==> src/verilog/ups_defines.svh <==
/*
 Register offsets, field positions, reset values and codes of the USB port
 status and configuration slice.
 Assumes an 8-bit register address and 8-bit register data.
*/
`ifndef UPS_DEFINES_SVH
`define UPS_DEFINES_SVH

// Register offsets
`define UPS_ADDR_HOST_XCVR 8'h17
`define UPS_ADDR_DEV_STAT 8'h18
`define UPS_ADDR_HOST_STAT 8'h19
`define UPS_ADDR_TRIM 8'h1B
`define UPS_ADDR_DEV_XCVR 8'h1C
`define UPS_ADDR_NEGO 8'h1D
`define UPS_ADDR_ROLE 8'h1F

// Transceiver control fields (both sides)
`define UPS_TERM_BIT 7
`define UPS_RPD_BIT 6
`define UPS_XSEL_HI 5
`define UPS_XSEL_LO 4
`define UPS_OPM_HI 1
`define UPS_OPM_LO 0

// Status fields
`define UPS_SUPPLY_BIT 7
`define UPS_SPEED_BIT 6
`define UPS_OVC_BIT 7
`define UPS_LINE_HI 1
`define UPS_LINE_LO 0

// Trim fields
`define UPS_SLEW_HI 5
`define UPS_SLEW_LO 4
`define UPS_TTRIM_HI 1
`define UPS_TTRIM_LO 0

// Negotiation and role fields
`define UPS_DEV_AUTO_BIT 0
`define UPS_HOST_AUTO_BIT 1
`define UPS_ROLE_BIT 0

// Reset values
`define UPS_HOST_XCVR_RST 8'h91
`define UPS_DEV_XCVR_RST 8'h91
`define UPS_ROLE_RST 8'h00
`define UPS_SPEED_RST 1'h1
`define UPS_ZERO_BYTE 8'h00

// Operating mode codes
`define UPS_OPM_NORMAL 2'h0
`define UPS_OPM_NODRIVE 2'h1
`define UPS_OPM_RAW 2'h2
`define UPS_OPM_PWRDN 2'h3

// Transceiver select codes (host side)
`define UPS_XSEL_HS 2'h0
`define UPS_XSEL_FS 2'h1
`define UPS_XSEL_LS 2'h3

// Line state while reporting bus activity
`define UPS_LINE_IDLE 2'h0
`define UPS_LINE_BUSY 2'h1

// Speed bit values
`define UPS_SPEED_FS 1'h1

`endif

==> src/verilog/ups_pkg.sv <==
/*
 Types shared by the USB port status and configuration slice.
 Assumes nothing beyond a SystemVerilog compiler.
*/
package ups_pkg;

   // Transceiver control as seen by the macro
   typedef struct packed {
      logic       term_fs;
      logic       pulldown_off;
      logic [1:0] xcvr_sel;
      logic [1:0] op_mode;
   } ups_xcvr_ctl_t;

   // Decoded operating mode
   typedef struct packed {
      logic normal;
      logic non_driving;
      logic raw_no_stuff;
      logic power_down;
   } ups_xcvr_operating_mode_dec_t;

   // Transceiver trim values
   typedef struct packed {
      logic [1:0] hs_slew_rate_trim;
      logic [1:0] hs_termination_trim;
   } ups_trim_t;

   // Receiver values from the macro
   typedef struct packed {
      logic [1:0] hs_line;
      logic [1:0] fs_line;
      logic [1:0] ls_line;
      logic       bus_activity;
   } ups_rx_t;

endpackage

==> src/verilog/ups_regs.sv <==
/*
 Port status and configuration registers: transceiver control, status,
 trim and role select.
 Assumes CPU port, negotiation pulses and pins all synchronous to mclk.
*/
// Summary of operation
// - Operating mode 00 normal, 01 non-driving, 10 raw, 11 power-down.
// - Auto negotiation on: hardware loads the operating mode field.
// - Device status bit 7 mirrors the supply-sense pin, also in sleep.
// - Device status bit 6 is speed, 1 full; set by handshake.
// - Speed bit always readable, writable only while active.
// - Cable connection sets the speed bit to full speed.
// - HS termination: device line field reports bus activity.
// - FS termination: FS or HS receiver; SE0 00, J 01, K 10, SE1 11.
// - Device line field stays valid during sleep.
// - Host status bit 7 is the over-current pin inverted.
// - Host line: FS receiver at 01, LS at 11, activity at 00.
// - Host status stays valid during sleep.
// - Trim bits 5:4 set HS slew, 00 slowest to 11 fastest.
// - Trim bits 1:0 set HS termination, 00 highest to 11 lowest.
// - Role bit 0 stops host clock, 1 stops device clock.
`timescale 1ns/1ps
`default_nettype none

`include "ups_defines.svh"

module ups_regs
#(
   parameter int ADDR_W = 8
)
(
   // Clock and reset
   input  wire logic                    mclk,
   input  wire logic                    sys_rst,
   // CPU register port
   input  wire logic [ADDR_W-1:0]       reg_addr,
   input  wire logic [7:0]              reg_wr_data,
   input  wire logic                    reg_wr,
   input  wire logic                    reg_rd,
   output logic      [7:0]              reg_rd_data,
   // Power state
   input  wire logic                    active_state,
   // Negotiation logic
   input  wire logic                    dev_nego_load,
   input  wire ups_pkg::ups_xcvr_ctl_t  dev_nego_ctl,
   input  wire logic                    host_nego_load,
   input  wire ups_pkg::ups_xcvr_ctl_t  host_nego_ctl,
   input  wire logic                    speed_handshake_done,
   input  wire logic                    speed_handshake_fs,
   input  wire logic                    cable_connect,
   // Pins and receivers
   input  wire logic                    supply_sense_pin,
   input  wire logic                    overcurrent_flag_pin,
   input  wire ups_pkg::ups_rx_t        dev_rx,
   input  wire ups_pkg::ups_rx_t        host_rx,
   // Transceiver macro controls
   output ups_pkg::ups_xcvr_ctl_t       dev_xcvr,
   output ups_pkg::ups_xcvr_operating_mode_dec_t     dev_mode,
   output ups_pkg::ups_xcvr_ctl_t       host_xcvr,
   output ups_pkg::ups_xcvr_operating_mode_dec_t     host_mode,
   output ups_pkg::ups_trim_t           trim,
   output logic                         speed_full_not_high,
   // Clock gate enables
   output logic                         dev_clk_en,
   output logic                         host_clk_en
);
   import ups_pkg::*;

   generate
      if (ADDR_W < 8)
      begin : g_bad_addr
         $error("ups_regs: ADDR_W must be at least 8");
      end
   endgenerate

   ////////////////////////////////////////////////////////////////////////
   // Operating mode decode

   function automatic ups_xcvr_operating_mode_dec_t decode_mode(input logic [1:0] code);
      ups_xcvr_operating_mode_dec_t d;
      d              = '0;
      d.normal       = (code == `UPS_OPM_NORMAL);
      d.non_driving  = (code == `UPS_OPM_NODRIVE);
      d.raw_no_stuff = (code == `UPS_OPM_RAW);
      d.power_down   = (code == `UPS_OPM_PWRDN);
      return d;
   endfunction

   function automatic ups_xcvr_ctl_t reg_to_ctl(input logic [7:0] r);
      return '{r[`UPS_TERM_BIT], r[`UPS_RPD_BIT],
               r[`UPS_XSEL_HI:`UPS_XSEL_LO], r[`UPS_OPM_HI:`UPS_OPM_LO]};
   endfunction

   ////////////////////////////////////////////////////////////////////////
   // Register state

   ups_xcvr_ctl_t host_ctl;
   ups_xcvr_ctl_t dev_ctl;
   ups_trim_t     trim_reg;
   logic          dev_auto;
   logic          host_auto;
   logic          role_host_not_device;
   logic          speed_bit;
   logic          supply_level;
   logic          ovc_status;
   logic [1:0]    dev_line;
   logic [1:0]    host_line;

   ////////////////////////////////////////////////////////////////////////
   // Address decode

   wire sel_host_xcvr = (reg_addr == ADDR_W'(`UPS_ADDR_HOST_XCVR));
   wire sel_dev_stat  = (reg_addr == ADDR_W'(`UPS_ADDR_DEV_STAT));
   wire sel_host_stat = (reg_addr == ADDR_W'(`UPS_ADDR_HOST_STAT));
   wire sel_trim      = (reg_addr == ADDR_W'(`UPS_ADDR_TRIM));
   wire sel_dev_xcvr  = (reg_addr == ADDR_W'(`UPS_ADDR_DEV_XCVR));
   wire sel_nego      = (reg_addr == ADDR_W'(`UPS_ADDR_NEGO));
   wire sel_role      = (reg_addr == ADDR_W'(`UPS_ADDR_ROLE));

   wire wr_host_xcvr  = reg_wr && sel_host_xcvr;
   wire wr_dev_xcvr   = reg_wr && sel_dev_xcvr;
   wire wr_trim       = reg_wr && sel_trim;
   wire wr_nego       = reg_wr && sel_nego;
   wire wr_role       = reg_wr && sel_role;
   // Speed is only writable while active; a write in sleep is dropped
   wire wr_speed      = reg_wr && sel_dev_stat && active_state;

   ////////////////////////////////////////////////////////////////////////
   // Next values of the transceiver controls

   // Only documented fields are taken from a write
   ups_xcvr_ctl_t host_wr_ctl;
   ups_xcvr_ctl_t dev_wr_ctl;

   assign host_wr_ctl.term_fs      = reg_wr_data[`UPS_TERM_BIT];
   assign host_wr_ctl.pulldown_off = reg_wr_data[`UPS_RPD_BIT];
   assign host_wr_ctl.xcvr_sel     = reg_wr_data[`UPS_XSEL_HI:`UPS_XSEL_LO];
   assign host_wr_ctl.op_mode      = reg_wr_data[`UPS_OPM_HI:`UPS_OPM_LO];

   // Device side has a single-bit transceiver select and no pull-down
   assign dev_wr_ctl.term_fs       = reg_wr_data[`UPS_TERM_BIT];
   assign dev_wr_ctl.pulldown_off  = 1'b0;
   assign dev_wr_ctl.xcvr_sel      = {1'b0, reg_wr_data[`UPS_XSEL_LO]};
   assign dev_wr_ctl.op_mode       = reg_wr_data[`UPS_OPM_HI:`UPS_OPM_LO];

   // Hardware load wins over a software write in the same cycle
   wire dev_hw_load  = dev_auto && dev_nego_load;
   wire host_hw_load = host_auto && host_nego_load;

   ups_xcvr_ctl_t next_dev_ctl;
   ups_xcvr_ctl_t next_host_ctl;

   assign next_dev_ctl  = dev_hw_load  ? dev_nego_ctl  :
                          wr_dev_xcvr  ? dev_wr_ctl    : dev_ctl;
   assign next_host_ctl = host_hw_load ? host_nego_ctl :
                          wr_host_xcvr ? host_wr_ctl   : host_ctl;

   ////////////////////////////////////////////////////////////////////////
   // Next value of the speed bit

   // Cable connect has priority, then the handshake, then software
   logic next_speed;

   assign next_speed = cable_connect        ? `UPS_SPEED_FS      :
                       speed_handshake_done ? speed_handshake_fs :
                       wr_speed             ? reg_wr_data[`UPS_SPEED_BIT]
                                            : speed_bit;

   ////////////////////////////////////////////////////////////////////////
   // Line state selection

   logic [1:0] dev_line_sel;
   logic [1:0] host_line_sel;

   // Device: HS termination reports activity, else FS or HS receiver
   ups_line_sel u_dev_line
   (
      .report_activity (!dev_ctl.term_fs),
      .pick_first      (dev_ctl.xcvr_sel[0]),
      .force_idle      (1'b0),
      .first_line      (dev_rx.fs_line),
      .second_line     (dev_rx.hs_line),
      .activity        (dev_rx.bus_activity),
      .line_level      (dev_line_sel)
   );

   // Host: 00 activity, 01 FS receiver, 11 LS receiver, 10 reads idle
   ups_line_sel u_host_line
   (
      .report_activity (host_ctl.xcvr_sel == `UPS_XSEL_HS),
      .pick_first      (host_ctl.xcvr_sel == `UPS_XSEL_FS),
      .force_idle      (host_ctl.xcvr_sel[1] &&
                        !host_ctl.xcvr_sel[0]),
      .first_line      (host_rx.fs_line),
      .second_line     (host_rx.ls_line),
      .activity        (host_rx.bus_activity),
      .line_level      (host_line_sel)
   );

   ////////////////////////////////////////////////////////////////////////
   // Read data assembly

   logic [7:0] host_xcvr_rd;
   logic [7:0] dev_xcvr_rd;
   logic [7:0] dev_stat_rd;
   logic [7:0] host_stat_rd;
   logic [7:0] trim_rd;
   logic [7:0] nego_rd;
   logic [7:0] role_rd;
   logic [7:0] next_rd_data;

   always_comb
   begin
      host_xcvr_rd = `UPS_ZERO_BYTE;
      host_xcvr_rd[`UPS_TERM_BIT] = host_ctl.term_fs;
      host_xcvr_rd[`UPS_RPD_BIT] = host_ctl.pulldown_off;
      host_xcvr_rd[`UPS_XSEL_HI:`UPS_XSEL_LO] = host_ctl.xcvr_sel;
      host_xcvr_rd[`UPS_OPM_HI:`UPS_OPM_LO] = host_ctl.op_mode;

      dev_xcvr_rd = `UPS_ZERO_BYTE;
      dev_xcvr_rd[`UPS_TERM_BIT] = dev_ctl.term_fs;
      dev_xcvr_rd[`UPS_XSEL_LO] = dev_ctl.xcvr_sel[0];
      dev_xcvr_rd[`UPS_OPM_HI:`UPS_OPM_LO] = dev_ctl.op_mode;

      dev_stat_rd = `UPS_ZERO_BYTE;
      dev_stat_rd[`UPS_SUPPLY_BIT] = supply_level;
      dev_stat_rd[`UPS_SPEED_BIT] = speed_bit;
      dev_stat_rd[`UPS_LINE_HI:`UPS_LINE_LO] = dev_line;

      host_stat_rd = `UPS_ZERO_BYTE;
      host_stat_rd[`UPS_OVC_BIT] = ovc_status;
      host_stat_rd[`UPS_LINE_HI:`UPS_LINE_LO] = host_line;

      trim_rd = `UPS_ZERO_BYTE;
      trim_rd[`UPS_SLEW_HI:`UPS_SLEW_LO] = trim_reg.hs_slew_rate_trim;
      trim_rd[`UPS_TTRIM_HI:`UPS_TTRIM_LO] = trim_reg.hs_termination_trim;

      nego_rd = `UPS_ZERO_BYTE;
      nego_rd[`UPS_DEV_AUTO_BIT] = dev_auto;
      nego_rd[`UPS_HOST_AUTO_BIT] = host_auto;

      role_rd = `UPS_ZERO_BYTE;
      role_rd[`UPS_ROLE_BIT] = role_host_not_device;
   end

   // Unmapped addresses read as zero
   assign next_rd_data = !reg_rd       ? `UPS_ZERO_BYTE :
                         sel_host_xcvr ? host_xcvr_rd   :
                         sel_dev_xcvr  ? dev_xcvr_rd    :
                         sel_dev_stat  ? dev_stat_rd    :
                         sel_host_stat ? host_stat_rd   :
                         sel_trim      ? trim_rd        :
                         sel_nego      ? nego_rd        :
                         sel_role      ? role_rd        : `UPS_ZERO_BYTE;

   ////////////////////////////////////////////////////////////////////////
   // Control registers

   always_ff @(posedge mclk)
   begin
      if (sys_rst)
      begin
         host_ctl <= reg_to_ctl(`UPS_HOST_XCVR_RST);
         dev_ctl  <= reg_to_ctl(`UPS_DEV_XCVR_RST);
      end
      else
      begin
         host_ctl <= next_host_ctl;
         dev_ctl  <= next_dev_ctl;
      end
   end

   always_ff @(posedge mclk)
   begin
      if (sys_rst)
      begin
         trim_reg             <= '0;
         dev_auto             <= 1'b0;
         host_auto            <= 1'b0;
         role_host_not_device <= 1'(`UPS_ROLE_RST >> `UPS_ROLE_BIT);
         speed_bit            <= `UPS_SPEED_RST;
      end
      else
      begin
         if (wr_trim)
         begin
            trim_reg.hs_slew_rate_trim   <=
               reg_wr_data[`UPS_SLEW_HI:`UPS_SLEW_LO];
            trim_reg.hs_termination_trim <=
               reg_wr_data[`UPS_TTRIM_HI:`UPS_TTRIM_LO];
         end
         if (wr_nego)
         begin
            dev_auto  <= reg_wr_data[`UPS_DEV_AUTO_BIT];
            host_auto <= reg_wr_data[`UPS_HOST_AUTO_BIT];
         end
         if (wr_role)
            role_host_not_device <= reg_wr_data[`UPS_ROLE_BIT];
         speed_bit <= next_speed;
      end
   end

   ////////////////////////////////////////////////////////////////////////
   // Status sampling

   // Sampled every cycle with no power-state gating, so the status stays
   // live in sleep; the cost is one cycle of latency on each pin
   always_ff @(posedge mclk)
   begin
      if (sys_rst)
      begin
         supply_level <= 1'b0;
         ovc_status   <= 1'b0;
         dev_line     <= `UPS_LINE_IDLE;
         host_line    <= `UPS_LINE_IDLE;
      end
      else
      begin
         supply_level <= supply_sense_pin;
         ovc_status   <= !overcurrent_flag_pin;
         dev_line     <= dev_line_sel;
         host_line    <= host_line_sel;
      end
   end

   ////////////////////////////////////////////////////////////////////////
   // Outputs

   always_ff @(posedge mclk)
   begin
      if (sys_rst)
         reg_rd_data <= `UPS_ZERO_BYTE;
      else
         reg_rd_data <= next_rd_data;
   end

   always_ff @(posedge mclk)
   begin
      if (sys_rst)
      begin
         dev_xcvr            <= reg_to_ctl(`UPS_DEV_XCVR_RST);
         host_xcvr           <= reg_to_ctl(`UPS_HOST_XCVR_RST);
         dev_mode            <= decode_mode(`UPS_OPM_NODRIVE);
         host_mode           <= decode_mode(`UPS_OPM_NODRIVE);
         trim                <= '0;
         speed_full_not_high <= `UPS_SPEED_RST;
         dev_clk_en          <= 1'b1;
         host_clk_en         <= 1'b0;
      end
      else
      begin
         dev_xcvr            <= dev_ctl;
         host_xcvr           <= host_ctl;
         dev_mode            <= decode_mode(dev_ctl.op_mode);
         host_mode           <= decode_mode(host_ctl.op_mode);
         trim                <= trim_reg;
         speed_full_not_high <= speed_bit;
         dev_clk_en          <= !role_host_not_device;
         host_clk_en         <= role_host_not_device;
      end
   end

endmodule

`default_nettype wire

==> src/verilog/ups_line_sel.sv <==
/*
 Line state selector: picks a receiver value or reports bus activity.
 Assumes receiver values already arrive synchronous to the system clock.
*/
`timescale 1ns/1ps
`default_nettype none

`include "ups_defines.svh"

module ups_line_sel
(
   // Selection
   input  wire logic       report_activity,
   input  wire logic       pick_first,
   input  wire logic       force_idle,
   // Receivers
   input  wire logic [1:0] first_line,
   input  wire logic [1:0] second_line,
   input  wire logic       activity,
   // Result
   output logic      [1:0] line_level
);

   wire [1:0] activity_code;
   wire [1:0] decoded_code;

   assign activity_code = activity ? `UPS_LINE_BUSY : `UPS_LINE_IDLE;
   assign decoded_code  = pick_first ? first_line : second_line;
   // Reserved select codes read as idle rather than as a stale receiver
   assign line_level    = force_idle      ? `UPS_LINE_IDLE :
                          report_activity ? activity_code  : decoded_code;

endmodule

`default_nettype wire

==> config.mk <==
export PLATFORM = sky130hd
export DESIGN_NAME = ups_regs
export DESIGN_NICKNAME = d
export VERILOG_FILES = /design/src/verilog/ups_pkg.sv /design/src/verilog/ups_regs.sv /design/src/verilog/ups_line_sel.sv
export VERILOG_INCLUDE_DIRS = /design/src /design/src/verilog
export SDC_FILE = /design/constraint.sdc
export NUM_CORES = 1
export LEC_CHECK = 0
export BUFFER_PORTS_ARGS = -buffer_cell sky130_fd_sc_hd__clkbuf_2
export CAP_MARGIN = 20
export CORE_MARGIN = 2
export CORE_UTILIZATION = 38
export CTS_CLUSTER_SIZE = 28
export DETAILED_ROUTE_END_ITERATION = 8
export SYNTH_ARGS = -nofsm -noshare
export SYNTH_HDL_FRONTEND = slang
export SYNTH_SLANG_ARGS = --single-unit
==> constraint.sdc <==
create_clock -name mclk -period 1.7 [get_ports mclk]
set_input_delay 0.34 -clock mclk [delete_from_list [all_inputs] [get_ports mclk]]
set_output_delay 0.34 -clock mclk [all_outputs]
set_load 0.005 [all_outputs]
==> impl_results.md <==
- Die width: 84.03 um
- Reg2Reg Capture Point: host_ctl[3]
- Clock root cell: clkbuf_8
- Sequential power share: 52.6%
- CTS Sinks: 59
- Clock skew: 0.006623 ns
- Slew Viols, Final: 0
- Worst EP required: 1.94 ns
- Yosys warns: 0
- Number of synthesized flops with an enable pin: 0
- Status: finished clean
- CTS tree: done
- Syn Inst Count: 243
- CTS HTree Levels: 3
- Min-delay worst type: in -> reg
- Cell Pwr Density: 858.9 nW/um^2
- Dpl hpwl: 4363 um
- DRC viols: 0
- Die area: 7060 um^2
- GP Congestion: 0.8977
- Initial Util: 38.77%
- Leakage: 1.374 nW
- Most used DFF post-synth: dfxtp_1
- Layout Utilization: 49.25%
- Layout cells sized above 1: 38.39%
- Average size of a mapped cell: 10.01 um^2
- Post-layout min period: 1.387 ns
- Iter 0 DRT Violations: 76
- Clock power frac: 40.0%
- Antenna violations before repair: 0
- Hold path depth: 2
- Achievable Freq: 0.7212 GHz
- Drt first pass iters: 4
- Routed len/inst: 13.84 um
- Net Sw Power: 0.0006187 W
- Internal reg-to-reg setup slack: 0.31 ns
- Row cnt: 29
- Max Cap Violations: 0
- Total grt overflow: 0
- Vias per cell: 4.828
- Crit end category: flip-flop
- Clock Tree Buf Depth: 2
- Setup Fix Bufs, Post-CTS: 0
- WHS: 0.1436 ns
- Sw frac: 23.30%
- Seq cells post-synth: 59
- Final period utilization: 81.56%
- Largest net degree at the start of global routing: 18
- Reg-to-reg startpoint: host_auto
- WP data arrival: 1.63 ns
- IO Count: 89
- Vias in the first global route: 1880
- Max FO, Critical Path: 7
- Logic gate share of total power: 7.3%
- Placed cell area: 2932 um^2
- TritonCTS buffer count: 9
- Post-CTS Hold Fix Bufs: 0
- HP Start: overcurrent_flag_pin
- PortBufs: 80
- Fillers: 646
- Startpoint types: flip-flop
- Final ANT Viol Nets: 0
- Unrepaired setup endpoints after global routing: false
- Total track usage: 16.99%
- Register area share after synthesis: 48.53%
- Final setup TNS: 0 ns
- Crit path kind: reg -> reg
- WHS Endpoint: ovc_status
- Worst Reg-to-Reg Cells: 5
- Post-synthesis cell type count: 57
- Clk_lat worst skew: 0.34 ns
- Via Count: 1994
- Final hold vios: 0
- Die height: 84.03 um
- Nets: 386
- Core ar.: 6277 um^2
- Mapped Area: 2434 um^2
- Ys async rst share: 0%
- Post-CTS Resized: 0
- Post-Route WL: 5716 um
- P&R area growth vs syn: 27.04%
- First-pass GRT wire length: 9190 um
- Power Internal: 0.002037 W
- Clock Pin Slew Worst Setup and Hold Paths: 0.07 ns
- # setup viols final: 0
- Worst VDD drop: 0.4297 mV
- Post-Layout Inst Area: 3092 um^2
- # diodes: 0
-- cell type report --
class	count	area (um^2)	area share, %
multi-input cells	163	1121	36.26
inverters	6	22.52	0.7284
clock buffers	12	145.1	4.694
flip-flops and latches	59	1181	38.20
well taps	77	96.34	3.116
repair buffers	93	510.5	16.51
clock inverters	3	15.01	0.4856
-- worst max path at each step --
stage | from | endpoint | slack (ns)
final | host_auto | host_ctl[3] | 0.31
after global routing | host_auto | host_ctl[3] | 0.22
after CTS | host_auto | host_ctl[3] | 0.31
after detailed placement | reg_addr[7] | trim_rd[0] | 0.05
after global placement | reg_addr[7] | trim_rd[0] | 0.08
after floorplan | reg_addr[7] | host_ctl[0] | 0.32
-- cells in the mapped netlist (all sizes together), types with 3 or more instances --
library cell	number	share of area, %
and2	9	2.4
nor3b	4	1.2
nor3	3	0.82
nand4	4	1.6
and3	6	1.6
nand3	5	1.0
a21oi	9	1.9
dfxtp	59	49
nor2b	16	4.1
nand2	16	2.5
buf	8	2.5
a22oi	3	0.93
a211oi	3	0.93
nor2	22	3.7
or2	5	1.3
inv	6	0.93
clkbuf	8	2.1
o21ai	10	2.1
mux2i	15	6.2
-- stage by stage --
step / power [W] / instances / worst slack [ns]
floorplan: 0.001526 / 244 / 0.3211
global placement: 0.001623 / 398 / 0.07871
detailed placement: 0.001623 / 398 / 0.04642
CTS: 0.002684 / 413 / 0.3069
global route: 0.002779 / 413 / 0.2223
finish: 0.002656 / 413 / 0.3134
-- critical path, cell delays in order, from the launching register on --
cell and delay [ns]:
dfxtp_1 0.32, and2_2 0.23, a31oi_4 0.29, buf_4 0.20, nor3_1 0.05, a21o_2 0.19
-- power by group through the flow --
stage | combinational, W | sequential [W] | clock, W
after global placement | 0.000195 | 0.00143 | 0
final | 0.000195 | 0.00140 | 0.00106
after floorplan | 0.0000991 | 0.00143 | 0
after detailed placement | 0.000195 | 0.00143 | 0
after global routing | 0.000215 | 0.00140 | 0.00117
after CTS | 0.000195 | 0.00140 | 0.00109
-- cells by family after synthesis --
group                  synth area share (%)
AOI/OAI and AO/OA                     14.19
buffers and inverters                 5.552
DFF                                   48.53
muxes                                 7.095
other                                0.1541
and+or+nand+nor                       24.47
-- metal layers --
layer  up-vias  wire, um  part of all wire, %  track usage (%)
li1       1029         -                    -                -
met1       899      2633                   46            21.44
met2        58      2596                   45            25.54
met3         8       390                  6.8            7.319
met4         0        95                  1.7            6.598
met5         -         0                    0                0
-- layout by cell type (no fill, tap or decap), types with 2 or more instances in the layout --
cell / instances
a21oi_1: 9
o21ai_0: 10
conb_1: 2
clkinv_2: 3
a32oi_1: 2
nor3_1: 2
a211oi_1: 3
inv_1: 6
mux2_2: 2
a22oi_1: 3
and3_1: 5
nor2_1: 21
o32ai_1: 2
nand3_1: 5
or2_2: 5
o22ai_1: 2
nand2_1: 16
dfxtp_1: 59
nand4_1: 3
clkbuf_8: 10
clkbuf_1: 2
and2_1: 8
buf_4: 12
nor2b_1: 16
nor3b_1: 4
mux2i_1: 15
clkbuf_2: 80
No activity file was read; power rests on OpenSTA's default activity.
